File: src/verilog/acr_cfg.svh
/*
  Register offsets, field positions, reset values and timing counts
  of the converter control block. Assumes inclusion by bare name.
*/
`ifndef ACR_CFG_SVH
`define ACR_CFG_SVH

`define ACR_OFF_CSRA   4'h0
`define ACR_OFF_RESL   4'h1
`define ACR_OFF_RESH   4'h2
`define ACR_OFF_CSRB   4'h3
`define ACR_OFF_MUX    4'h4
`define ACR_OFF_DIDL   4'h5
`define ACR_OFF_DIDH   4'h6

`define ACR_A_EN       7
`define ACR_A_START    6
`define ACR_A_ATE      5
`define ACR_A_FLAG     4
`define ACR_A_IE       3
`define ACR_B_HSM      7
`define ACR_B_CME      6
`define ACR_B_MSB      5
`define ACR_M_LAR      5

`define ACR_RST_BYTE   8'h00
`define ACR_RST_RES    10'h000
`define ACR_DIDL_MASK  8'hF3
`define ACR_DIDH_MASK  6'h3F
`define ACR_DIFF_FLIP  10'h200

`define ACR_TS_FREE    4'h0
`define ACR_TS_LAST    4'hB

`define ACR_CYC_FIRST  5'd25
`define ACR_CYC_NORM   5'd13

`endif

File: src/verilog/acr_pkg.sv
/*
  Types shared by the converter control block.
  Assumes the constants header is compiled alongside.
*/
package acr_pkg;

  typedef logic [7:0] acr_byte_t;
  typedef logic [3:0] acr_addr_t;
  typedef logic [9:0] acr_res_t;
  typedef logic [5:0] acr_chan_t;

  typedef enum logic [0:0] {
    ACR_IDLE,
    ACR_CONV
  } acr_state_t;

endpackage

File: src/verilog/acr_top.sv
/*
  Control, status and result registers of a 10-bit successive
  approximation converter, with trigger selection, prescaler and
  digital input buffer disables.
  Assumes a synchronous register port, pin inputs synchronous to
  I_MCLK, and an analog core whose result is valid at completion.
*/
// Operation
// - Single mode: each start write converts once
// - Free run: start write launches first conversion
// - First conversion 25 clocks, later 13
// - Start bit reads busy; zero write ignored
// - Auto trigger starts on selected rising edge
// - Done flag set after result update
// - Interrupt when flag, enable, global enable set
// - Flag cleared by vector or one write
// - Divider code selects 2 to 128
// - Left adjust moves result between bytes
// - Differential channels give two's complement
// - Low read locks result until high read
// - High speed bit selects fast mode
// - Extension bit is channel code MSB
// - Trigger source ignored without auto trigger
// - Switching to set source is an edge
// - Switching to free running never triggers
// - Trigger code decode table
// - Disable bits gate pin buffers to zero
// - Enable powers converter; clearing aborts
`timescale 1ns/1ps
`include "acr_cfg.svh"

module acr_top (
  // Clock, reset, enable
  input  wire logic             I_MCLK,
  input  wire logic             I_RST_N,
  input  wire logic             I_CE,
  // Register port
  input  wire acr_pkg::acr_addr_t I_ADDR,
  input  wire acr_pkg::acr_byte_t I_WDATA,
  input  wire logic             I_WR,
  input  wire logic             I_RD,
  output      acr_pkg::acr_byte_t O_RDATA,
  // Processor side
  input  wire logic             I_GIE,
  input  wire logic             I_IRQ_ACK,
  output      logic             O_IRQ,
  // Trigger sources, bit n is code n+1
  input  wire logic [10:0]      I_TRIG,
  // Analog core
  input  wire acr_pkg::acr_res_t  I_CORE_RESULT,
  output      logic             O_CORE_EN,
  output      logic             O_CORE_START,
  output      logic             O_CORE_INIT,
  output      logic             O_CORE_TICK,
  output      logic             O_HIGH_SPEED,
  output      logic             O_COMP_MUX_EN,
  output      acr_pkg::acr_chan_t O_CHANNEL,
  output      logic [1:0]       O_REF_SEL,
  output      logic             O_BUSY,
  // Pin buffers
  input  wire logic [7:0]       I_PIN_LOW,
  input  wire logic [5:0]       I_PIN_HIGH,
  output      logic [7:0]       O_PIN_LOW,
  output      logic [5:0]       O_PIN_HIGH,
  output      logic [7:0]       O_BUF_OFF_LOW,
  output      logic [5:0]       O_BUF_OFF_HIGH
);
  import acr_pkg::*;

  function automatic logic hit(input acr_addr_t a, input acr_addr_t off);
    hit = (a == off);
  endfunction

  // Terminal count of the prescaler for a divider code
  function automatic logic [6:0] div_tc(input logic [2:0] code);
    case (code)
      3'h0:    div_tc = 7'h01;
      3'h1:    div_tc = 7'h01;
      3'h2:    div_tc = 7'h03;
      3'h3:    div_tc = 7'h07;
      3'h4:    div_tc = 7'h0F;
      3'h5:    div_tc = 7'h1F;
      3'h6:    div_tc = 7'h3F;
      default: div_tc = 7'h7F;
    endcase
  endfunction

  // Register state
  logic       enable;
  logic       auto_trig;
  logic       done_flag;
  logic       irq_en;
  logic [2:0] clock_divider_select;
  logic       high_speed_select;
  logic       comparator_mux_enable;
  logic       channel_select_msb;
  logic [3:0] trigger_source_select;
  logic       left_adjust_select;
  logic [4:0] chan_low;
  logic [1:0] ref_sel;
  logic [7:0] did_low;
  logic [5:0] did_high;
  acr_res_t   result;
  logic       res_lock;

  // Conversion state
  acr_state_t state;
  logic       first_pend;
  logic       conv_first;
  logic [6:0] pre_cnt;
  logic [4:0] cyc_cnt;
  logic       trig_prev;

  // Bus decode
  wire wr_csra = I_WR & hit(I_ADDR, `ACR_OFF_CSRA);
  wire wr_csrb = I_WR & hit(I_ADDR, `ACR_OFF_CSRB);
  wire wr_mux  = I_WR & hit(I_ADDR, `ACR_OFF_MUX);
  wire wr_didl = I_WR & hit(I_ADDR, `ACR_OFF_DIDL);
  wire wr_didh = I_WR & hit(I_ADDR, `ACR_OFF_DIDH);
  wire rd_resl = I_RD & hit(I_ADDR, `ACR_OFF_RESL);
  wire rd_resh = I_RD & hit(I_ADDR, `ACR_OFF_RESH);

  wire busy   = (state == ACR_CONV);
  wire en_new = I_WDATA[`ACR_A_EN];

  // Enabling in this write still counts as first conversion
  wire en_rise = wr_csra & en_new & ~enable;
  wire abort   = wr_csra & ~en_new;

  // Only a written one starts; a zero leaves the bit alone
  wire sw_start = wr_csra & en_new & I_WDATA[`ACR_A_START];

  // Trigger selection; code 0 and unused codes give a low level
  wire ts_valid = (trigger_source_select != `ACR_TS_FREE) &
                  (trigger_source_select <= `ACR_TS_LAST);
  wire [3:0] ts_idx = trigger_source_select - 4'h1;
  wire trig_sel = ts_valid & I_TRIG[ts_idx];

  // Previous selected level, so switching sources can make an edge
  wire trig_edge = trig_sel & ~trig_prev;
  wire hw_start  = enable & auto_trig & trig_edge;
  wire free_run  = auto_trig & (trigger_source_select == `ACR_TS_FREE);

  // Converter clock and cycle counting
  wire [6:0] tc     = div_tc(clock_divider_select);
  wire       tick   = busy & (pre_cnt == tc);
  wire [4:0] len    = conv_first ? `ACR_CYC_FIRST : `ACR_CYC_NORM;
  wire       finish = tick & (cyc_cnt == len - 5'd1);

  // Differential codes flip offset binary into two's complement
  acr_chan_t chan;
  assign chan = {channel_select_msb, chan_low};
  wire is_diff = chan[4] | chan[3];
  wire [9:0] core_val = is_diff ? (I_CORE_RESULT ^ `ACR_DIFF_FLIP)
                                : I_CORE_RESULT;

  // Results are held while software is between low and high reads
  wire capture = finish & ~res_lock & ~abort;

  wire idle_start = ~busy & enable & (sw_start | hw_start);
  wire en_start   = ~busy & ~enable & sw_start;
  wire fr_restart = finish & free_run & enable & ~abort;
  wire go         = (idle_start | en_start | fr_restart) & ~abort;

  // Next-state decode
  acr_state_t next_state;
  always_comb begin
    next_state = state;
    case (state)
      ACR_IDLE: begin
        if (go)
          next_state = ACR_CONV;
      end
      ACR_CONV: begin
        if (abort)
          next_state = ACR_IDLE;
        else if (finish & ~fr_restart)
          next_state = ACR_IDLE;
      end
      default: next_state = ACR_IDLE;
    endcase
  end

  // Read mux, layout follows left adjust
  wire [7:0] res_lo = left_adjust_select ? {result[1:0], 6'h00}
                                         : result[7:0];
  wire [7:0] res_hi = left_adjust_select ? result[9:2]
                                         : {6'h00, result[9:8]};
  wire [7:0] csra_rd = {enable, busy, auto_trig, done_flag, irq_en,
                        clock_divider_select};
  wire [7:0] csrb_rd = {high_speed_select, comparator_mux_enable,
                        channel_select_msb, 1'b0, trigger_source_select};
  wire [7:0] mux_rd  = {ref_sel, left_adjust_select, chan_low};

  acr_byte_t next_rdata;
  always_comb begin
    next_rdata = `ACR_RST_BYTE;
    if (I_RD) begin
      case (I_ADDR)
        `ACR_OFF_CSRA: next_rdata = csra_rd;
        `ACR_OFF_RESL: next_rdata = res_lo;
        `ACR_OFF_RESH: next_rdata = res_hi;
        `ACR_OFF_CSRB: next_rdata = csrb_rd;
        `ACR_OFF_MUX:  next_rdata = mux_rd;
        `ACR_OFF_DIDL: next_rdata = did_low;
        `ACR_OFF_DIDH: next_rdata = {2'b00, did_high};
        default:       next_rdata = `ACR_RST_BYTE;
      endcase
    end
  end

  // Flag: a completion in the clearing cycle wins
  wire flag_clr   = (wr_csra & I_WDATA[`ACR_A_FLAG]) | I_IRQ_ACK;
  wire next_flag  = capture | (done_flag & ~flag_clr);
  wire next_irq   = next_flag & irq_en & I_GIE;

  // Control registers
  always_ff @(posedge I_MCLK or negedge I_RST_N) begin
    if (!I_RST_N) begin
      enable                <= 1'b0;
      auto_trig             <= 1'b0;
      irq_en                <= 1'b0;
      clock_divider_select  <= 3'h0;
    end else if (I_CE && wr_csra) begin
      enable                <= en_new;
      auto_trig             <= I_WDATA[`ACR_A_ATE];
      irq_en                <= I_WDATA[`ACR_A_IE];
      clock_divider_select  <= I_WDATA[2:0];
    end
  end

  always_ff @(posedge I_MCLK or negedge I_RST_N) begin
    if (!I_RST_N) begin
      high_speed_select     <= 1'b0;
      comparator_mux_enable <= 1'b0;
      channel_select_msb    <= 1'b0;
      trigger_source_select <= 4'h0;
    end else if (I_CE && wr_csrb) begin
      high_speed_select     <= I_WDATA[`ACR_B_HSM];
      comparator_mux_enable <= I_WDATA[`ACR_B_CME];
      channel_select_msb    <= I_WDATA[`ACR_B_MSB];
      trigger_source_select <= I_WDATA[3:0];
    end
  end

  always_ff @(posedge I_MCLK or negedge I_RST_N) begin
    if (!I_RST_N) begin
      ref_sel               <= 2'h0;
      left_adjust_select    <= 1'b0;
      chan_low              <= 5'h00;
    end else if (I_CE && wr_mux) begin
      ref_sel               <= I_WDATA[7:6];
      left_adjust_select    <= I_WDATA[`ACR_M_LAR];
      chan_low              <= I_WDATA[4:0];
    end
  end

  // Only documented disable bits are writable
  always_ff @(posedge I_MCLK or negedge I_RST_N) begin
    if (!I_RST_N) begin
      did_low  <= `ACR_RST_BYTE;
      did_high <= 6'h00;
    end else if (I_CE) begin
      if (wr_didl)
        did_low <= I_WDATA & `ACR_DIDL_MASK;
      if (wr_didh)
        did_high <= I_WDATA[5:0] & `ACR_DIDH_MASK;
    end
  end

  // Result, lock and flag
  always_ff @(posedge I_MCLK or negedge I_RST_N) begin
    if (!I_RST_N) begin
      result    <= `ACR_RST_RES;
      res_lock  <= 1'b0;
      done_flag <= 1'b0;
    end else if (I_CE) begin
      if (capture)
        result <= core_val;
      if (rd_resl)
        res_lock <= 1'b1;
      else if (rd_resh)
        res_lock <= 1'b0;
      done_flag <= next_flag;
    end
  end

  // Conversion sequencing
  always_ff @(posedge I_MCLK or negedge I_RST_N) begin
    if (!I_RST_N) begin
      state      <= ACR_IDLE;
      first_pend <= 1'b0;
      conv_first <= 1'b0;
    end else if (I_CE) begin
      state <= next_state;
      if (go) begin
        conv_first <= first_pend | en_rise;
        first_pend <= 1'b0;
      end else if (en_rise)
        first_pend <= 1'b1;
    end
  end

  // Prescaler restarts with each conversion for exact length
  always_ff @(posedge I_MCLK or negedge I_RST_N) begin
    if (!I_RST_N) begin
      pre_cnt <= 7'h00;
      cyc_cnt <= 5'h00;
    end else if (I_CE) begin
      if (go || !busy) begin
        pre_cnt <= 7'h00;
        cyc_cnt <= 5'h00;
      end else if (tick) begin
        pre_cnt <= 7'h00;
        cyc_cnt <= cyc_cnt + 5'd1;
      end else
        pre_cnt <= pre_cnt + 7'd1;
    end
  end

  // Edge history tracks the selected level even when not armed
  always_ff @(posedge I_MCLK or negedge I_RST_N) begin
    if (!I_RST_N)
      trig_prev <= 1'b0;
    else if (I_CE)
      trig_prev <= trig_sel;
  end

  // Registered outputs
  always_ff @(posedge I_MCLK or negedge I_RST_N) begin
    if (!I_RST_N) begin
      O_RDATA        <= `ACR_RST_BYTE;
      O_IRQ          <= 1'b0;
      O_CORE_EN      <= 1'b0;
      O_CORE_START   <= 1'b0;
      O_CORE_INIT    <= 1'b0;
      O_CORE_TICK    <= 1'b0;
      O_HIGH_SPEED   <= 1'b0;
      O_COMP_MUX_EN  <= 1'b0;
      O_CHANNEL      <= 6'h00;
      O_REF_SEL      <= 2'h0;
      O_BUSY         <= 1'b0;
    end else if (I_CE) begin
      O_RDATA        <= next_rdata;
      O_IRQ          <= next_irq;
      O_CORE_EN      <= wr_csra ? en_new : enable;
      O_CORE_START   <= go;
      // Drops with busy so init never outlives the conversion
      O_CORE_INIT    <= (next_state == ACR_CONV) &
                        (go ? (first_pend | en_rise) : conv_first);
      O_CORE_TICK    <= tick & ~abort;
      O_HIGH_SPEED   <= high_speed_select;
      O_COMP_MUX_EN  <= comparator_mux_enable;
      O_CHANNEL      <= chan;
      O_REF_SEL      <= ref_sel;
      O_BUSY         <= (next_state == ACR_CONV);
    end
  end

  // Pin buffers off and pin reads forced low
  always_ff @(posedge I_MCLK or negedge I_RST_N) begin
    if (!I_RST_N) begin
      O_PIN_LOW      <= 8'h00;
      O_PIN_HIGH     <= 6'h00;
      O_BUF_OFF_LOW  <= 8'h00;
      O_BUF_OFF_HIGH <= 6'h00;
    end else if (I_CE) begin
      O_PIN_LOW      <= I_PIN_LOW & ~did_low;
      O_PIN_HIGH     <= I_PIN_HIGH & ~did_high;
      O_BUF_OFF_LOW  <= did_low;
      O_BUF_OFF_HIGH <= did_high;
    end
  end

endmodule

File: config.mk
export PLATFORM = sky130hd
export DESIGN_NAME = acr_top
export DESIGN_NICKNAME = d
export VERILOG_FILES = /design/src/verilog/acr_pkg.sv /design/src/verilog/acr_top.sv
export VERILOG_INCLUDE_DIRS = /design/src /design/src/verilog
export SDC_FILE = /design/constraint.sdc
export NUM_CORES = 1
export LEC_CHECK = 0
export BUFFER_PORTS_ARGS = -buffer_cell sky130_fd_sc_hd__clkbuf_2
export CAP_MARGIN = 20
export CORE_ASPECT_RATIO = 1.2
export CORE_UTILIZATION = 50
export DETAILED_ROUTE_END_ITERATION = 8
export GPL_TIMING_DRIVEN = 0
export HOLD_SLACK_MARGIN = 0.15
export PLACE_DENSITY = 0.87
export SLEW_MARGIN = 25
export SYNTH_ARGS = -nofsm -noshare
export SYNTH_HDL_FRONTEND = slang
export SYNTH_SLANG_ARGS = --single-unit
File: constraint.sdc
create_clock -name I_MCLK -period 2.5 [get_ports I_MCLK]
set_input_delay 0.5 -clock I_MCLK [delete_from_list [all_inputs] [get_ports I_MCLK]]
set_output_delay 0.5 -clock I_MCLK [all_outputs]
set_load 0.01 [all_outputs]
==> impl_metrics.env <==
export IMPL_startpoint_type="flop"
export IMPL_start_util_pct=52.1
export IMPL_rows=41
export IMPL_first_pass_iters=7
export IMPL_regToRegSetupSlack_ns=0.08
export IMPL_dpl_instance_area_mm2=0.00630
export IMPL_synth_edf_count=0
export IMPL_grt_overflow_total=0
export IMPL_cts_tree="yes"
export IMPL_clock_sinks=110
export IMPL_async_flop_share_pct=100
export IMPL_grt_max_degree=83
export IMPL_synth_area_mm2=0.00559
export IMPL_first_global_vias=4709
export IMPL_hpwlAfterDp_um=11300
export IMPL_synthDistinctLibCells=71
export IMPL_cts_max_path_buffers=2
export IMPL_power_switching_mw=1.59
export IMPL_io_buffer_count=101
export IMPL_place_congestion=0.986
export IMPL_final_setup_viol_count=0
export IMPL_cts_buffers=9
export IMPL_max_freq_mhz=413
export IMPL_crit_required_ns=2.75
export IMPL_insertion_delay_ns=0.35
export IMPL_violations="DRC"
export IMPL_root_buffer="clkbuf_16"
export IMPL_hold_start="I_PIN_HIGH[5]"
export IMPL_drtIter0Drc=366
export IMPL_syn_avg_cell_area_um2=11.2
export IMPL_timing_rr_end="O_CORE_START$_DFFE_PN0P_"
export IMPL_drc=3
export IMPL_track_usage_pct=27.4
export IMPL_leakagePower_nw=3.08
export IMPL_synthTopCellsByArea="dfrtp_1, mux2_2, mux2_4"
export IMPL_htree_levels=3
export IMPL_grt_pass1_wl_um=24500
export IMPL_die_h_um=118
export IMPL_hold_path_cell_count=2
export IMPL_io_pins=106
export IMPL_ys_seq_elements=110
export IMPL_synth_warnings=0
export IMPL_fin_crit_ns=2.42
export IMPL_pwr_share_clk_pct=30.3
export IMPL_reg2reg_from="trigger_source_select[0]$_DFFE_PN0P_"
export IMPL_final_max_slew_viol_count=0
export IMPL_worst_slew_pin_slew_ns=0.831
export IMPL_seq_area_frac_synth_pct=49.2
export IMPL_arrival_ns=2.67
export IMPL_drive_gt1_share_pct=34.7
export IMPL_die_w_um=98.5
export IMPL_clock_skew_final_ns=0.00749
export IMPL_critical_path_class="reg2reg"
export IMPL_ys_top_cells_by_count="dfrtp_1, mux2_2, nand2_1, o21ai_0, nor2_1"
export IMPL_p_int_mw=3.38
export IMPL_synth_top_area_share_pct=49.2
export IMPL_sw_frac_of_total_pct=31.9
export IMPL_dp_cells=733
export IMPL_synth_most_common_cell="dfrtp_1"
export IMPL_fin_cells=751
export IMPL_antenna_found_initial=0
export IMPL_routed_via_count=4619
export IMPL_wl_per_cell_um=20.5
export IMPL_rr_worst_depth=11
export IMPL_viasPerCell=6.15
export IMPL_design_area_mm2=0.00667
export IMPL_whs_endpoint="O_PIN_HIGH[5]$_DFFE_PN0P_"
export IMPL_power_frac_seq_pct=46.4
export IMPL_antenna_cells=0
export IMPL_path_clk_slew_ns=0.08
export IMPL_pwr_density_cell_mw_per_mm2=746
export IMPL_synth_cells=501
export IMPL_hp_class="in2reg"
export IMPL_whs_ns=0.367
export IMPL_area_growth_pct=19.2
export IMPL_end_kind="flop"
export IMPL_die_area_mm2=0.0116
export IMPL_status="finished with violations"
export IMPL_hold_viol=0
export IMPL_power_frac_comb_pct=23.3
export IMPL_relSlewSlack_pct=44.3
export IMPL_maxCapViolations=0
export IMPL_synthFlopType="dfrtp_1"
export IMPL_min_period_over_period_pct=96.7
export IMPL_total_power_mw=4.97
export IMPL_cp_max_fo=10
export IMPL_yosys_area_top_type="dfrtp_1"
export IMPL_drt_wl_total_um=15400
export IMPL_vdd_ir_drop_worst_mv=0.464
export IMPL_core_area_mm2=0.0107
export IMPL_nets=675
export IMPL_drt_antenna_violating_nets=0
-- metrics by stage --
step / TNS, ns / util [%] / setup slack, ns
floorplan: 0 / - / 0.182
global placement: -59.18 / 58.4 / -0.543
detailed placement: -0.134 / 58.7 / -0.134
CTS: 0 / 61.8 / 0.00882
global route: -0.00305 / 62.2 / -0.00305
finish: 0 / 62.2 / 0.0815
-- worst max-delay path: stages, from the launching register on --
cell and delay [ns]:
dfrtp_1 0.37, buf_6 0.14, inv_1 0.09, ha_1 0.23, buf_4 0.17, mux4_2 0.29, and4b_1 0.19, o32a_1 0.33
nand2_2 0.10, a21oi_2 0.08, buf_4 0.14, a21o_2 0.17
-- per-layer routing --
layer | vias up | GRT usage, % | part of all wire, %
met1 | 2281 | 34.2 | 39
met3 | 44 | 3.68 | 6.2
met2 | 217 | 47.5 | 51
met5 | - | 0 | 0
li1 | 2077 | - | -
met4 | 0 | 11.7 | 3.3
-- sequential cells by signal (all words and copies together), names as in the netlist, 6 cells and up --
register and count:
O_PIN_LOW 8, result 10, O_CHANNEL 6, pre_cnt 7, did_low 6, did_high 6
O_PIN_HIGH 6, O_RDATA 8, O_BUF_OFF_HIGH 6, O_BUF_OFF_LOW 6
-- cells by family after synthesis --
family	synth area share, %
and+or+nand+nor	14.1
DFF	49.2
AOI/OAI and AO/OA	13.6
muxes	17.9
buffers and inverters	4.10
adders and majority gates	0.895
other	0.0671
xor gates and xnor gates	0.157
-- power groups by stage --
stage / sequential [mW] / combinational (mW) / clock [mW]
global route: 2.34 / 1.26 / 1.58
global placement: 2.32 / 1.08 / 0
detailed placement: 2.33 / 1.13 / 0
floorplan: 2.30 / 0.681 / 0
CTS: 2.30 / 1.15 / 1.52
finish: 2.31 / 1.16 / 1.51
-- how the worst max path moves through the flow --
stage / slack (ns) / from / cells past startpoint / endpoint
floorplan: 0.18 / trigger_source_select[0]$_DFFE_PN0P_ / 10 / conv_first$_DFFE_PN0P_
global placement: -0.54 / I_RST_N / 1 / O_BUF_OFF_LOW[7]$_DFFE_PN0P_
detailed placement: -0.13 / I_ADDR[3] / 8 / conv_first$_DFFE_PN0P_
CTS: 0.009 / trigger_source_select[0]$_DFFE_PN0P_ / 10 / conv_first$_DFFE_PN0P_
global route: -0.003 / trigger_source_select[0]$_DFFE_PN0P_ / 10 / conv_first$_DFFE_PN0P_
finish: 0.08 / trigger_source_select[0]$_DFFE_PN0P_ / 11 / O_CORE_START$_DFFE_PN0P_
-- cells in the final DEF (no fill, tap or decap), types with 3 or more instances in the layout --
cell / count
a21oi_1: 8
a221oi_1: 4
a22oi_1: 7
and3_1: 4
buf_1: 4
buf_2: 4
buf_4: 5
clkbuf_1: 16
clkbuf_16: 9
clkbuf_2: 101
clkinv_4: 3
dfrtp_1: 110
ha_1: 4
inv_1: 23
mux2_2: 61
mux2_4: 10
mux2i_1: 14
nand2_1: 28
nand2b_1: 8
nand3_1: 11
nand3b_1: 12
nand4_1: 7
nor2_1: 24
nor2b_1: 10
nor3_1: 8
o21ai_0: 28
o221ai_1: 5
o22ai_1: 10
o2bb2ai_1: 13
or3_1: 4
-- layout make-up --
class                           instances  area (µm²)
Timing Repair Buffer                  104         559
Clock buffer                            9         225
Inverter                               24        90.1
Tap cell                              129         161
Buffer                                 30         141
Clock inverter                          7        92.6
Multi-Input combinational cell        338        2640
Sequential cell                       110        2750
Fill cell                             825        4060
-- what timing repair did --
action                     CTS  global route
hold buffers                 1             0
setup endpoints to repair    1             2
hold endpoints to repair    28             0
resized for setup            1             4
setup buffers                0             1
pin swaps                    1             2
Note: power is estimated with default switching activity, not from simulation.
